$ cat src/rtl/rar_cfg.svh
// Register map and field constants for the remote alias remap block
`ifndef RAR_CFG_SVH
`define RAR_CFG_SVH
// ---------------------------------------------------------------------
// Register word indices (byte address is four times the index)
// ---------------------------------------------------------------------
`define RAR_IDX_PHYS_BASE 8'h08
`define RAR_IDX_PHYS_5 8'h0D
`define RAR_IDX_PHYS_6 8'h0E
`define RAR_IDX_PHYS_7 8'h0F
`define RAR_IDX_ALIAS_BASE 8'h10
`define RAR_IDX_ALIAS_0 8'h10
`define RAR_IDX_ALIAS_1 8'h11
`define RAR_IDX_STATUS 8'h18
// ---------------------------------------------------------------------
// Field layout and reset values
// ---------------------------------------------------------------------
`define RAR_ADDR_MSB 7
`define RAR_ADDR_LSB 1
`define RAR_RW_BIT 0
`define RAR_ADDR_RESET 7'h00
`define RAR_ALIAS_OFF 7'h00
`define RAR_IDX_LSB 2
`define RAR_IDX_MSB 9
`endif

$ cat src/rtl/rar_pkg.sv
// Types shared by the remote alias remap block
package rar_pkg;
  typedef logic [6:0] rar_addr_t;
  typedef logic [2:0] rar_slot_t;
  typedef logic [31:0] rar_word_t;
endpackage : rar_pkg

$ cat src/rtl/rar_match_if.sv
// Carrier between the register file and the alias decoder
`timescale 1ns/1ps
interface rar_match_if #(
  parameter int N_SLOTS = 8
);
  import rar_pkg::*;
  rar_addr_t alias_tab [N_SLOTS];
  rar_addr_t phys_tab [N_SLOTS];
  rar_addr_t query;
  logic hit;
  rar_slot_t slot;
  rar_addr_t phys;
  modport table_side (output alias_tab, output phys_tab, output query,
    input hit, input slot, input phys);
  modport decoder (input alias_tab, input phys_tab, input query,
    output hit, output slot, output phys);
endinterface : rar_match_if

$ cat src/rtl/rar_alias_match.sv
// Alias decoder: finds the slot whose alias equals the query address
`timescale 1ns/1ps
`include "rar_cfg.svh"
module rar_alias_match #(
  parameter int N_SLOTS = 8
) (
  rar_match_if.decoder m
);
  import rar_pkg::*;
  logic [N_SLOTS-1:0] slot_hit;

  // -------------------------------------------------------------------
  // Per-slot compare; a zero alias never matches
  // -------------------------------------------------------------------
  genvar g;
  generate
    for (g = 0; g < N_SLOTS; g++) begin : g_cmp
      assign slot_hit[g] = (m.alias_tab[g] != `RAR_ALIAS_OFF) &&
                           (m.alias_tab[g] == m.query);
    end
  endgenerate

  // Lowest slot wins when software programs the same alias twice
  function automatic rar_slot_t first_hit(input logic [N_SLOTS-1:0] v);
    rar_slot_t r;
    r = '0;
    for (int i = N_SLOTS - 1; i >= 0; i--) begin
      if (v[i]) begin
        r = rar_slot_t'(i);
      end
    end
    return r;
  endfunction : first_hit

  assign m.hit = |slot_hit;
  assign m.slot = first_hit(slot_hit);
  assign m.phys = m.phys_tab[m.slot];
endmodule : rar_alias_match

$ cat src/rtl/rar_remap.sv
// Top of the remote alias remap block: APB registers and address swap
//
// Our own choice: the APB interface to the registers.
`timescale 1ns/1ps
`include "rar_cfg.svh"
module rar_remap #(
  parameter int N_SLOTS = 8
) (
  input wire logic clk,
  input wire logic reset,
  input wire logic psel,
  input wire logic penable,
  input wire logic pwrite,
  input wire logic [11:0] paddr,
  input wire rar_pkg::rar_word_t pwdata,
  input wire logic [3:0] pstrb,
  output logic pready,
  output rar_pkg::rar_word_t prdata,
  output logic pslverr,
  input wire logic i2c_addr_valid,
  input wire logic [7:0] i2c_addr_byte,
  output logic fwd_valid,
  output logic [7:0] fwd_byte,
  output rar_pkg::rar_slot_t fwd_slot,
  output logic miss
);
  import rar_pkg::*;

  // -------------------------------------------------------------------
  // Parameter check
  // -------------------------------------------------------------------
  // The slot index is three bits and the map holds eight of each kind
  if (N_SLOTS != 8) begin : g_bad_slots
    $error("rar_remap supports exactly eight slots");
  end

  rar_addr_t phys_q [N_SLOTS];
  rar_addr_t alias_q [N_SLOTS];
  logic pready_q;
  rar_word_t prdata_q;
  logic pslverr_q;
  logic fwd_valid_q;
  logic [7:0] fwd_byte_q;
  rar_slot_t fwd_slot_q;
  logic miss_q;
  logic [7:0] hit_cnt_q;
  logic [7:0] miss_cnt_q;

  rar_match_if #(.N_SLOTS(N_SLOTS)) mif ();

  // -------------------------------------------------------------------
  // APB decode
  // -------------------------------------------------------------------
  function automatic logic [7:0] reg_index(input logic [11:0] a);
    return a[`RAR_IDX_MSB:`RAR_IDX_LSB];
  endfunction : reg_index

  function automatic logic idx_mapped(input logic [7:0] i);
    return (i >= `RAR_IDX_PHYS_BASE && i <= `RAR_IDX_PHYS_7) ||
           (i >= `RAR_IDX_ALIAS_BASE &&
            i < `RAR_IDX_ALIAS_BASE + 8'(N_SLOTS)) ||
           (i == `RAR_IDX_STATUS);
  endfunction : idx_mapped

  logic [7:0] idx;
  logic access;
  logic wr_done;
  logic [1:0] low_bits;
  assign idx = reg_index(paddr);
  assign low_bits = paddr[1:0];
  // Answer one cycle into the access phase so pready is a flop
  assign access = psel && penable && !pready_q;
  assign wr_done = psel && penable && pready_q && pwrite && pstrb[0] &&
                   !pslverr_q;

  always_ff @(posedge clk) begin
    if (reset) begin
      pready_q <= 1'b0;
      pslverr_q <= 1'b0;
    end else begin
      pready_q <= access;
      pslverr_q <= access && (!idx_mapped(idx) || low_bits != 2'h0);
    end
  end

  always_ff @(posedge clk) begin
    if (reset) begin
      prdata_q <= '0;
    end else if (access && !pwrite) begin
      prdata_q <= '0;
      if (idx >= `RAR_IDX_PHYS_BASE && idx <= `RAR_IDX_PHYS_7) begin
        prdata_q[`RAR_ADDR_MSB:`RAR_ADDR_LSB] <=
          phys_q[3'(idx - `RAR_IDX_PHYS_BASE)];
      end else if (idx >= `RAR_IDX_ALIAS_BASE &&
                   idx < `RAR_IDX_ALIAS_BASE + 8'(N_SLOTS)) begin
        prdata_q[`RAR_ADDR_MSB:`RAR_ADDR_LSB] <=
          alias_q[3'(idx - `RAR_IDX_ALIAS_BASE)];
      end else if (idx == `RAR_IDX_STATUS) begin
        prdata_q[15:0] <= {miss_cnt_q, hit_cnt_q};
      end
    end
  end

  // -------------------------------------------------------------------
  // Address tables; bit 0 of each register is reserved and reads zero
  // -------------------------------------------------------------------
  genvar s;
  generate
    for (s = 0; s < N_SLOTS; s++) begin : g_slot
      always_ff @(posedge clk) begin
        if (reset) begin
          phys_q[s] <= `RAR_ADDR_RESET;
        end else if (wr_done && idx == `RAR_IDX_PHYS_BASE + 8'(s)) begin
          phys_q[s] <= pwdata[`RAR_ADDR_MSB:`RAR_ADDR_LSB];
        end
      end
      always_ff @(posedge clk) begin
        if (reset) begin
          alias_q[s] <= `RAR_ADDR_RESET;
        end else if (wr_done && idx == `RAR_IDX_ALIAS_BASE + 8'(s)) begin
          alias_q[s] <= pwdata[`RAR_ADDR_MSB:`RAR_ADDR_LSB];
        end
      end
      assign mif.alias_tab[s] = alias_q[s];
      assign mif.phys_tab[s] = phys_q[s];
    end
  endgenerate

  // -------------------------------------------------------------------
  // Address substitution
  // -------------------------------------------------------------------
  assign mif.query = i2c_addr_byte[`RAR_ADDR_MSB:`RAR_ADDR_LSB];

  rar_alias_match #(.N_SLOTS(N_SLOTS)) u_match (
    .m(mif.decoder)
  );

  always_ff @(posedge clk) begin
    if (reset) begin
      fwd_valid_q <= 1'b0;
      fwd_byte_q <= '0;
      fwd_slot_q <= '0;
      miss_q <= 1'b0;
    end else begin
      fwd_valid_q <= i2c_addr_valid && mif.hit;
      miss_q <= i2c_addr_valid && !mif.hit;
      if (i2c_addr_valid && mif.hit) begin
        fwd_byte_q <= {mif.phys, i2c_addr_byte[`RAR_RW_BIT]};
        fwd_slot_q <= mif.slot;
      end
    end
  end

  // Counters saturate so software never sees a wrap as a small count
  always_ff @(posedge clk) begin
    if (reset) begin
      hit_cnt_q <= '0;
      miss_cnt_q <= '0;
    end else begin
      if (fwd_valid_q && hit_cnt_q != 8'hFF) begin
        hit_cnt_q <= hit_cnt_q + 8'h01;
      end
      if (miss_q && miss_cnt_q != 8'hFF) begin
        miss_cnt_q <= miss_cnt_q + 8'h01;
      end
    end
  end

  assign pready = pready_q;
  assign prdata = prdata_q;
  assign pslverr = pslverr_q;
  assign fwd_valid = fwd_valid_q;
  assign fwd_byte = fwd_byte_q;
  assign fwd_slot = fwd_slot_q;
  assign miss = miss_q;

  logic wr_phys_q;
  logic wr_alias_q;
  logic wr_any_q;
  rar_slot_t wr_slot_q;
  rar_addr_t wr_val_q;
  rar_addr_t m_phys;
  logic m_hit;
  assign m_phys = mif.phys;
  assign m_hit = mif.hit;
  always_ff @(posedge clk) begin
    if (reset) begin
      wr_phys_q <= 1'b0;
      wr_alias_q <= 1'b0;
      wr_any_q <= 1'b0;
      wr_slot_q <= '0;
      wr_val_q <= '0;
    end else begin
      wr_phys_q <= wr_done && idx >= `RAR_IDX_PHYS_BASE &&
                   idx <= `RAR_IDX_PHYS_7;
      wr_alias_q <= wr_done && idx >= `RAR_IDX_ALIAS_BASE &&
                    idx < `RAR_IDX_ALIAS_BASE + 8'(N_SLOTS);
      wr_any_q <= wr_done;
      wr_slot_q <= idx[2:0];
      wr_val_q <= pwdata[`RAR_ADDR_MSB:`RAR_ADDR_LSB];
    end
  end
endmodule : rar_remap

$ cat config.mk
export PLATFORM = sky130hd
export DESIGN_NAME = rar_remap
export DESIGN_NICKNAME = d
export VERILOG_FILES = /design/src/rtl/rar_pkg.sv /design/src/rtl/rar_match_if.sv /design/src/rtl/rar_alias_match.sv /design/src/rtl/rar_remap.sv
export VERILOG_INCLUDE_DIRS = /design/src /design/src/rtl
export SDC_FILE = /design/constraint.sdc
export NUM_CORES = 1
export LEC_CHECK = 0
export ABC_AREA = 1
export BUFFER_PORTS_ARGS = -buffer_cell sky130_fd_sc_hd__buf_2
export CAP_MARGIN = 0
export CELL_PAD_IN_SITES_DETAIL_PLACEMENT = 1
export CELL_PAD_IN_SITES_GLOBAL_PLACEMENT = 2
export CORE_UTILIZATION = 34
export DETAILED_ROUTE_END_ITERATION = 16
export PLACE_DENSITY_LB_ADDON = 0.1
export SYNTH_ARGS = -nofsm -noshare
export SYNTH_HDL_FRONTEND = slang
export SYNTH_HIERARCHICAL = 1
export SYNTH_SLANG_ARGS = --single-unit
$ cat constraint.sdc
create_clock -name clk -period 2.8 [get_ports clk]
set_input_delay 0.56 -clock clk [delete_from_list [all_inputs] [get_ports clk]]
set_output_delay 0.56 -clock clk [all_outputs]
set_load 0.02 [all_outputs]
* Word-level counts from Yosys, hierarchy flattened
Memory sizes are Yosys's and may differ from the RTL's. Cells that the tools add are included. W data, S select, Z words.
Storage, ports and cells: register bits 47, bits in latches 0, memory bits (writable) 112, ROM bits 0, output and inout port bits 47, memories 2
Memories:
- alias_q | depth 8, bits a word 7, read ports 9, clocked after Yosys merged registers in 0, write ports 8, RTL line rar_remap.sv:38 | rar_addr_t alias_q [N_SLOTS];
- phys_q | depth 8, bits a word 7, read ports 9, clocked after Yosys merged registers in 0, write ports 8, RTL line rar_remap.sv:37 | rar_addr_t phys_q [N_SLOTS];
Operators by class: add/sub/neg operators 4, multiply operators 0, div/mod/pow operators 0, magnitude comparators 5, equal/unequal tests 27, shift-type cells 0, mux-type cells 84, bitwise operators 17, reductions and logical operators 56
Operators with widths (number):
- $mux W7 | 20
- $eq A8 B5 Y1 const B | 9
- $eq A8 B4 Y1 const B | 8
- $eq A7 B7 Y1 | 8
- $reduce_bool A7 Y1 | 8
- $mux W1 | 52
- $logic_and A1 B1 Y1 | 38
- $mux W3 | 8
- $bmux W7 S3 | 1
- $add A8 B1 Y8 const B | 2
- $mux W16 | 1
- $mux W8 | 2
- $ne A8 B8 Y1 const B | 2
- $or A1 B1 Y1 | 16
- $ge A8 B4 Y1 const B | 1
- $ge A8 B5 Y1 const B | 1
- $le A8 B4 Y1 const B | 1
- $lt A8 B5 Y1 const B | 1
- $reduce_or A8 Y1 | 1
- $sub A3 B1 Y3 const B | 2
- $logic_not A1 Y1 | 5
- $ge A4 B4 Y1 const B | 1
- $not A3 Y4 | 1
- $logic_or A1 B1 Y1 | 3
- $reduce_bool A2 Y1 | 1

* Logic depth before layout (Yosys ltp)
Gate-level depths: netlist (run 1). An unclocked memory read counts as a cell.
word-level depth 15, mapped depth 25, gate-level depth less buffers 22

* Hierarchy
Netlist (run 1), hierarchy kept.
By module, submodules not included:
- rar_remap | times used 1, cells an instance 867, area each 7338.3 um^2
- rar_alias_match | times used 1, cells an instance 392, area each 1896.8 um^2

* Least setup slack after synthesis (run 1)
OpenSTA, ideal clock, no wires.
path kind input to register, start point input i2c_addr_byte[2], end point register fwd_byte_q[6], in the netlist fwd_byte[6], arrival 2.354 ns, slack 0.381 ns, cell stages on the path 12, cell sequence buf_4 > xor2_1 > nor4_1 > nand3_1 > clkbuf_1 > buf_2 > nand4_1 > nand2_1 > inv_1 > clkbuf_1 > nor2_1 > nor2_1
On the way: elaborated cells between the ends (all ways) 30, classes of those cells eq/ne: 8; mux: 11; bitwise: 1; reduce/logical: 10
RTL lines:
- start: declaration | RTL line rar_remap.sv:21 | input wire logic [7:0] i2c_addr_byte,
- $eq A7 B7 Y1 | RTL line rar_alias_match.sv:19 | (m.alias_tab[g] == m.query);
- $logic_and A1 B1 Y1 | RTL line rar_alias_match.sv:18 | assign slot_hit[g] = (m.alias_tab[g] != `RAR_ALIAS_OFF) &&
- $reduce_or A8 Y1 * | RTL line rar_alias_match.sv:35 | assign m.hit = |slot_hit;
- via m_hit | RTL line rar_remap.sv:183 | logic m_hit;
- $logic_and A1 B1 Y1 * | RTL line rar_remap.sv:147 | if (i2c_addr_valid && mif.hit) begin
- end signal: assignment | RTL line rar_remap.sv:148 | fwd_byte_q <= {mif.phys, i2c_addr_byte[`RAR_RW_BIT]};
- end: declaration | RTL line rar_remap.sv:43 | logic [7:0] fwd_byte_q;
Mark *: on every way through the listed nets, which the timed path passes. The rest lies on a longest branch. The select of a mux whose other input is x is not followed. A chain may end at the register's enable or synchronous reset.

==> results of run 1 <==
## registers in the layout (all words and copies together) (netlist names)
name / count
miss_cnt_q: 8
fwd_valid: 1
fwd_byte: 8
miss: 1
pready: 1
prdata: 16
phys_q: 56
hit_cnt_q: 8
alias_q: 56
pslverr: 1
fwd_slot: 3
## worst register-to-register path, delay by kind of cell, from the launching register on
kind / cells / cell delay [ns]
AO/OA/AOI/OAI: 2 / 0.42
buffers and inverters: 2 / 0.33
flip-flops: 1 / 0.51
AND/OR/NAND/NOR: 7 / 1.21
## area by class of cell
type                            instances  area (um^2)
Inverter                              128          485
Timing Repair Buffer                  137          927
Clock inverter                         15          143
Clock buffer                           17          425
Tap cell                              335          419
Fill cell                            3336        15600
Multi-Input combinational cell        913         4050
Sequential cell                       159         4300
## power by group through the flow
stage	sequential, mW	combinational, mW	clock (mW)
floorplan	2.69	0.395	0
global placement	2.69	0.652	0
detailed placement	2.69	0.658	0
CTS	2.64	0.661	2.37
global route	2.64	0.725	2.45
finish	2.64	0.659	2.31
## cells in the mapped netlist
| library cell | instances |
|---|---|
| nand2_1 | 392 |
| nor2_1 | 206 |
| nand3_1 | 126 |
| inv_1 | 118 |
| edfxtp_1 | 112 |
| dfxtp_1 | 47 |
| o21ai_0 | 43 |
| xor2_1 | 33 |
| a21oi_1 | 28 |
| clkbuf_1 | 27 |
| buf_4 | 24 |
| nand4_1 | 12 |
| nor3_1 | 12 |
| buf_2 | 11 |
| nor4_1 | 10 |
| buf_6 | 9 |
| inv_2 | 7 |
| nor2_2 | 7 |
| o21ai_1 | 4 |
| buf_1 | 3 |
| nand2_2 | 3 |
| nand3b_1 | 3 |
| xnor2_1 | 3 |
| a21boi_0 | 2 |
| ha_1 | 2 |
| inv_4 | 2 |
| o211ai_1 | 2 |
| a211oi_1 | 1 |
| a21oi_4 | 1 |
| and3_1 | 1 |
| clkinv_1 | 1 |
| conb_1 | 1 |
| nor2_4 | 1 |
| nor3_2 | 1 |
| nor3_4 | 1 |
| o21bai_1 | 1 |
| o31ai_1 | 1 |
| or2_2 | 1 |
## logic make-up after synthesis
group | after synthesis
other | 1
buffers and inverters | 202
flip-flops | 159
AND/OR/NAND/NOR | 776
XOR/XNOR | 36
adder cells (fa/ha/maj) | 2
AO/OA/AOI/OAI | 83
## final timing paths
kind	from	to	slack, ns	cells after the start
worst max-delay path	alias_q[7][1]	fwd_byte[4]	0.22	11
worst min-delay path	i2c_addr_byte[0]	fwd_byte[0]	0.38	3
worst max register to register	alias_q[7][1]	fwd_byte[4]	0.22	11
worst min register to register	prdata[13]	prdata[13]	0.47	2
## stage by stage
step | power, mW | hold WS (ns) | area (um^2)
CTS | 5.67 | 0.361 | 10800
global placement | 3.34 | 0.454 | 10200
detailed placement | 3.35 | 0.457 | 10200
floorplan | 3.08 | 0.477 | 9290
finish | 5.60 | 0.380 | 10800
global route | 5.82 | 0.375 | 10800
## per-layer routing
metal | up-vias | wire [um] | share of wire, % | track usage, %
li1 | 4172 | - | - | -
met1 | 4099 | 15800 | 49 | 33.6
met2 | 162 | 14800 | 46 | 38.6
met3 | 25 | 1170 | 3.6 | 2.64
met4 | 0 | 518 | 1.6 | 5.84
met5 | - | 0 | 0 | 0
==> results_dict.tcl, run 1 <==
set metrics [dict create \
    core_um2 26400 \
    synth_largest_area_cell "edfxtp_1" \
    cts_setup_buffers 0 \
    synthMuxAreaShare_pct 0 \
    setup_ws_ns 0.219 \
    post-route-period-util_pct 92.2 \
    wl_um 32200 \
    layout.cells.most_common_list "nand2_1 (392), nor2_1 (206), nand3_1 (126), inv_1 (118), edfxtp_1 (112)" \
    ys_types 38 \
    slowest_stage "edfxtp_1" \
    cp-end-kind "register" \
    worstSetupPathType "reg2reg" \
    dp_slack_ns -0.0778 \
    grt.total_usage_pct 23.7 \
    hold_class "in2reg" \
    area_delta_synth_final_pct 16.5 \
    startpoint_type "register" \
    min_period_ns 2.58 \
    yosys.area.top_type_share_pct 36.4 \
    crit_path_frequent_cell "nor2_1" \
    synth-simple-area-share_pct 34.7 \
    cts.clk_slew.worst_paths_ns 0.07 \
    synthXorXnorAreaFrac_pct 3.41 \
    viasPerCell 4.96 \
    die_h_um 167 \
    ant_nets 0 \
    gp_congestion 0.845 \
    synth.avg_cell_area_um2 7.34 \
    p_int_mw 3.97 \
    diodes 0 \
    wl_per_cell_um 18.9 \
    cts_resized 0 \
    ctsHoldBuffers 0 \
    fp.dieW_um 167 \
    drt_pass1_iterations 5 \
    fin_setup_tns_ns 0 \
    overflow 0 \
    layout_commonest_cell "nand2_1" \
    placedCellCount 1672 \
    synth_seq_cells 159 \
    dieArea_um2 27800 \
    relSlewSlack_pct 60.5 \
    setup_viol 0 \
    cts.path.max_buffers 2 \
    ir_worst_vdd_mv 0.320 \
    clock_sinks 159 \
    seq_area_frac_synth_pct 46.6 \
    status "complete, no violations" \
    powerDensity_nw_per_um2 521 \
    pwr-share-comb_pct 11.8 \
    p_sw_share_pct 29.2 \
    slowest_delay_ns 0.51 \
    drive_gt1_share_pct 14.1 \
    clk_latency_ns 0.43 \
    tightest_slew_ns 0.592 \
    cts.htree.levels 4 \
    vias 8458 \
    synth_top_family_by_area "simple AND/OR/NAND/NOR gates" \
    final_hold_viol_count 0 \
    syn_area_um2 9240 \
    grt_max_degree 58 \
    worst_path_dominant_cell_family "simple AND/OR/NAND/NOR gates" \
    yosys_warnings 6 \
    worstPathCellList "nor2_1 > nand3_1 > a21oi_1 > o21ai_1 > buf_4 > nor2_1 > nand4_1 > nand2_1 > inv_1 > nor2_1 > nor2_1" \
    share_seq_of_total_power_pct 47.1 \
    row_count 59 \
    nets 1420 \
    ioPinCount 109 \
    synth_fa_ha_area_share_pct 0.271 \
    drc 0 \
    port_buffers 62 \
    crit_required_ns 3.12 \
    cts_tree "yes" \
    synthTopCellsByArea "edfxtp_1 (36%), nand2_1 (16%), dfxtp_1 (10%)" \
    final_core_util_pct 40.8 \
    rsz0062_at_grt "no" \
    place_hpwl_um 23300 \
    arrival_ns 2.90 \
    path_buf_inv 2 \
    slew_viol_final 0 \
    cts_root_buffer "clkbuf_16" \
    maxCapViolations 0 \
    critPathMaxFanout 11 \
    fin_skew_ns 0.0120 \
    max_freq_mhz 387 \
    antenna_found_initial 0 \
    grt_pass1_wl_um 49600 \
    power_frac_clock_pct 41.2 \
    p_leak_nw 4.95 \
    numCtsBuffers 17 \
    grt_pass1_vias 8406 \
    initialDrtViolationCount 533 \
    synthesis.instances 1259 \
    floorplan.initialDensity_pct 35.0 \
    synth_compound_area_share_pct 4.81 \
    finalNonFillerCells 1704 \
    switchingPower_mw 1.63 \
]
No activity file was read; power rests on OpenSTA's default activity.
==> inputs of run 2 (changes only) <==
- ABC_AREA: 1 -> default
- CORE_UTILIZATION: 34 -> 39
==> results_dict.tcl, run 2 <==
set metrics [dict create \
    gp_congestion 0.860 \
    critPathMaxFanout 15 \
    maxCapViolations 0 \
    async_flop_share_pct 0 \
    fin_setup_tns_ns -0.0849 \
    dieArea_um2 23400 \
    clock_sinks 159 \
    rsz0062_at_grt "yes" \
    drc 0 \
    whs_path_depth 3 \
    area_delta_synth_final_pct 21.4 \
    viasPerCell 5.54 \
    fp.dieW_um 153 \
    layout_commonest_cell "and2_1" \
    ioPinCount 109 \
    initialDrtViolationCount 565 \
    yosysMostFrequentCell "and2_1" \
    synth_largest_area_cell "edfxtp_1" \
    synthesis.instances 766 \
    synth_ff_type "edfxtp_1" \
    cp-end-kind "register" \
    core_um2 22100 \
    ys_types 67 \
    min_period_ns 2.84 \
    rr_endpoint "fwd_byte[5]" \
    violations "negative setup slack" \
    wl_per_cell_um 22.8 \
    grt_pass1_vias 6749 \
    hold_start "i2c_addr_byte[0]" \
    ant_nets 0 \
    drive_gt1_share_pct 31.9 \
    final_core_util_pct 48.8 \
    yosys_warnings 6 \
    synth_edf_count 112 \
    arrival_ns 3.13 \
    status "finished, violations left" \
    hold_class "in2reg" \
    port_buffers 62 \
    numCtsBuffers 17 \
    synth_seq_cells 159 \
    cts.htree.levels 4 \
    floorplan.initialDensity_pct 40.2 \
    seq_area_frac_synth_pct 48.5 \
    fin_skew_ns 0.0123 \
    max_freq_mhz 352 \
    holdPathEnd "fwd_byte[0]" \
    setup_ws_ns -0.0446 \
    place_hpwl_um 20300 \
    clk_latency_ns 0.44 \
    synthTopCellsByCount "and2_1 (116), edfxtp_1 (112), nor2_1 (58)" \
    wl_um 27200 \
    slew_viol_final 0 \
    antenna_found_initial 0 \
    yosys.area.top_type_share_pct 37.9 \
    final_hold_viol_count 0 \
    setup_viol 4 \
    synthTopCellsByArea "edfxtp_1 (38%), dfxtp_1 (11%), and2_1 (8.2%)" \
    grt_max_degree 63 \
    cts.clk_slew.worst_paths_ns 0.07 \
    powerDensity_nw_per_um2 514 \
    overflow 0 \
    drt_pass1_iterations 5 \
    ir_worst_vdd_mv 0.321 \
    p_leak_nw 4.21 \
    grt_pass1_wl_um 41300 \
    worstSetupPathType "reg2reg" \
    die_h_um 153 \
    ctsHoldBuffers 0 \
    tightest_slew_ns 0.698 \
    relSlewSlack_pct 52.8 \
    layout.cells.most_common_list "and2_1 (116), edfxtp_1 (112), buf_4 (93), buf_2 (62)" \
    crit_required_ns 3.09 \
    nets 964 \
    startpoint_type "register" \
    diodes 0 \
    vias 6611 \
    rr_worst_depth 12 \
    syn_area_um2 8880 \
    grt.total_usage_pct 23.8 \
    r2r_setup_slack_ns -0.04 \
    cts_tree "yes" \
    synth.avg_cell_area_um2 11.6 \
    r2r-start "alias_q[6][0]" \
    cts_root_buffer "clkbuf_16" \
    row_count 54 \
    post-route-period-util_pct 102 \
    cts.path.max_buffers 2 \
]
[run 2: changes by cell type after synthesis, moves of 34 or more]
| cell | change |
|---|---|
| nor2_1 | -148 |
| inv_1 | -115 |
| and2_1 | +116 |
| o21ai_0 | -41 |
| xnor2_1 | +34 |
| nand2_1 | -339 |
| nand3_1 | -120 |
[run 2: cells by family (layout without fill, tap and decap cells)]
family | after synthesis | in the layout | synth area share, %
other cells | 1 | 16 | 0.0422
xor+xnor | 60 | 60 | 5.92
simple gates | 305 | 305 | 19.7
flops | 159 | 159 | 48.5
mux | 60 | 60 | 10.6
fa+ha+maj | 2 | 2 | 0.282
compound gates | 113 | 113 | 10.8
buf+inv | 66 | 198 | 4.20
[run 2: how the worst max path moves through the flow]
stage	to	startpoint	slack (ns)
after floorplan	fwd_byte[1]	i2c_addr_byte[1]	0.03
after global placement	fwd_byte[3]	i2c_addr_byte[7]	-0.38
after detailed placement	fwd_byte[3]	i2c_addr_byte[7]	-0.48
after CTS	fwd_byte[5]	alias_q[7][2]	0.001
after global routing	fwd_byte[5]	alias_q[6][0]	-0.22
final	fwd_byte[5]	alias_q[6][0]	-0.04
[run 2: per-stage QoR]
stage / cells / power, mW / area [um^2] / hold slack [ns] / setup WS [ns]
6_report: 1193 / 5.54 / 10800 / 0.366 / -0.0446
5_1_grt: 1193 / 5.72 / 10800 / 0.372 / -0.220
4_1_cts: 1190 / 5.56 / 10700 / 0.359 / 0.00126
3_5_place_dp: 1155 / 3.24 / 10000 / 0.449 / -0.479
3_3_place_gp: 1155 / 3.22 / 10000 / 0.440 / -0.383
2_1_floorplan: 781 / 3.03 / 8940 / 0.497 / 0.0274
[run 2: cell type report]
class                           count  area, um^2
Timing Repair Buffer              162        1150
Clock buffer                       18         450
Sequential cell                   159        4300
Fill cell                        2361       11300
Multi-Input combinational cell    556        4380
Inverter                            4        17.5
Tap cell                          280         350
Clock inverter                     14         134
[run 2: report_power, final]
part | switching [mW] | internal (mW)
Combinational | 0.341 | 0.245
Sequential | 0.0548 | 2.57
Clock | 1.09 | 1.24
Total | 1.49 | 4.05
[run 2: repair_timing]
| action | in CTS | in global routing |
|---|---|---|
| resized for setup | 12 | 13 |
| setup endpoints to repair | 7 | 7 |
| setup buffers | 3 | 3 |
| pin swaps | 6 | 11 |
[run 2: routing by layer]
layer	global-route usage [%]	up-vias	routed length, um
met5	0	-	0
met4	6.16	0	369
met3	2.92	36	1080
met2	39.6	180	13000
met1	32.8	3350	12700
li1	-	3045	-
[run 2: worst max-delay path: stages, from the launching register on]
cell and delay, ns:
edfxtp_1 0.45, nor4_2 0.44, a211o_1 0.23, a2111oi_4 0.09, buf_4 0.15, nor4bb_4 0.37
nor3b_4 0.09, buf_12 0.17, mux2_4 0.30, o22ai_1 0.21, a211oi_2 0.06, nand2_1 0.07
a21oi_1 0.06
==> inputs of run 3 (changes only) <==
- BUFFER_PORTS_ARGS: -buffer_cell sky130_fd_sc_hd__buf_2 -> default
- CORE_UTILIZATION: 39 -> 43
- DONT_BUFFER_PORTS: default -> 1
==> results_dict.tcl, run 3 (synthesis results as in run 2) <==
set metrics [dict create \
    nets 837 \
    cts.path.max_buffers 2 \
    port_buffers 0 \
    clock_sinks 159 \
    layout.cells.most_common_list "and2_1 (116), edfxtp_1 (112), nor2_1 (57), nand2_1 (53), dfxtp_1 (47)" \
    drt_pass1_iterations 5 \
    floorplan.initialDensity_pct 43.9 \
    area_delta_synth_final_pct 11.1 \
    post-route-period-util_pct 102 \
    wl_met3_um 1400 \
    powerDensity_nw_per_um2 527 \
    p_sw_share_pct 24.7 \
    slew_viol_final 0 \
    ctsHoldBuffers 0 \
    power_frac_clock_pct 41.8 \
    highest_layer "met4" \
    hold_class "in2reg" \
    ioPinCount 109 \
    grt.total_usage_pct 25.2 \
    finalNonFillerCells 1056 \
    antenna_found_initial 0 \
    arrival_ns 3.16 \
    vias 6214 \
    clk_latency_ns 0.43 \
    gp_congestion 0.823 \
    min_period_ns 2.84 \
    numCtsBuffers 17 \
    core_um2 20200 \
    setup_ws_ns -0.0437 \
    critical_path.startpoint "alias_q[4][2]" \
    crit_required_ns 3.12 \
    drc 0 \
    cp-end-kind "register" \
    diodes 0 \
    grt_pass1_wl_um 39500 \
    p_int_mw 3.91 \
    critPathMaxFanout 7 \
    max_freq_mhz 352 \
    dieArea_um2 21200 \
    whs_ns 0.197 \
    pwr-share-comb_pct 7.3 \
    wl_per_cell_um 25.2 \
    slowest_stage "edfxtp_1" \
    grt_max_degree 65 \
    hold_start "reset" \
    maxCapViolations 0 \
    cts_tree "yes" \
    r2r-start "alias_q[4][2]" \
    worstPathCellList "nor4_1 > a211o_1 > a2111o_1 > nor4bb_4 > nor3b_4 > clkbuf_16 > mux2_1 > o22ai_2 > a211oi_2 > nand2_1 > a21oi_1" \
    layout_commonest_cell "and2_1" \
    cts.htree.levels 4 \
    place_hpwl_um 18800 \
    power_mw 5.20 \
    setup_viol 2 \
    cts.clk_slew.worst_paths_ns 0.07 \
    final_hold_viol_count 0 \
    fp.dieW_um 146 \
    tightest_slew_ns 0.879 \
    slowest_delay_ns 0.43 \
    overflow 0 \
    placedCellCount 1018 \
    share_seq_of_total_power_pct 50.8 \
    drive_gt1_share_pct 20.0 \
    violations "negative setup slack" \
    switchingPower_mw 1.28 \
    startpoint_type "register" \
    ir_worst_vdd_mv 0.393 \
    die_h_um 146 \
    p_leak_nw 3.56 \
    worstSetupPathType "reg2reg" \
    status "finished, violations left" \
    viasPerCell 5.88 \
    rsz0062_at_grt "yes" \
    dp_slack_ns -0.0323 \
    cts_root_buffer "clkbuf_16" \
    row_count 52 \
    relSlewSlack_pct 41.4 \
    fin_skew_ns 0.00975 \
    grt_pass1_vias 6361 \
    wl_um 26600 \
    ant_nets 0 \
    wl_met2_um 12500 \
    initialDrtViolationCount 483 \
    wl_met1_um 12200 \
]
run 3: cell count changes in the layout (fill, tap and decap cells not counted), moves of 3 or more:
cell and change:
mux2_4 +3, buf_12 -5, buf_4 -62, nor2_1 +4, nor2_2 -4, buf_2 -62
run 3: worst max-delay path: cells and delay by family, from the launching register on:
kind	cells	cell delay [ns]
AOI/OAI and AO/OA	5	1.02
and+or+nand+nor	4	0.71
DFF	1	0.43
muxes	1	0.35
buffers and inverters	1	0.23
run 3: power groups by stage:
stage	logic, mW	registers (mW)	clock network (mW)
after floorplan	0.359	2.67	0
after global placement	0.344	2.69	0
after detailed placement	0.354	2.69	0
after CTS	0.357	2.64	2.20
after global routing	0.403	2.65	2.29
final	0.380	2.64	2.17
run 3: final timing paths:
check	depth (start not counted)	to	slack [ns]
setup / recovery	11	fwd_byte[1]	-0.04
hold / removal	1	hit_cnt_q[7]	0.20
setup reg to reg	11	fwd_byte[1]	-0.04
hold reg to reg	2	fwd_byte[7]	0.55
run 3: cell type report:
| cell class | count | area (um^2) |
|---|---|---|
| Tap cell | 270 | 338 |
| Sequential cell | 159 | 4300 |
| Timing Repair Buffer | 35 | 309 |
| Clock buffer | 19 | 433 |
| Clock inverter | 13 | 103 |
| Multi-Input combinational cell | 556 | 4370 |
| Fill cell | 2125 | 10400 |
| Inverter | 4 | 16.3 |
run 3: timing repair:
action / in CTS / in global routing
cloned: 0 / 1
resized for setup: 1 / 20
pin swaps: 0 / 7
setup buffers: 0 / 6
setup endpoints to repair: 7 / 7
run 3: metal layers:
metal / GRT usage, % / up-vias
li1: - / 2781
met1: 34.5 / 3204
met2: 40.0 / 194
met3: 5.61 / 35
met4: 7.53 / 0
met5: 0 / -
run 3: per-stage QoR:
step	area, um^2	util, %	setup TNS, ns
global placement	9150	45.2	-0.0556
global route	9870	48.8	-0.623
detailed placement	9150	45.2	-0.143
floorplan	8940	-	0
CTS	9690	47.9	0
finish	9870	48.8	-0.0520
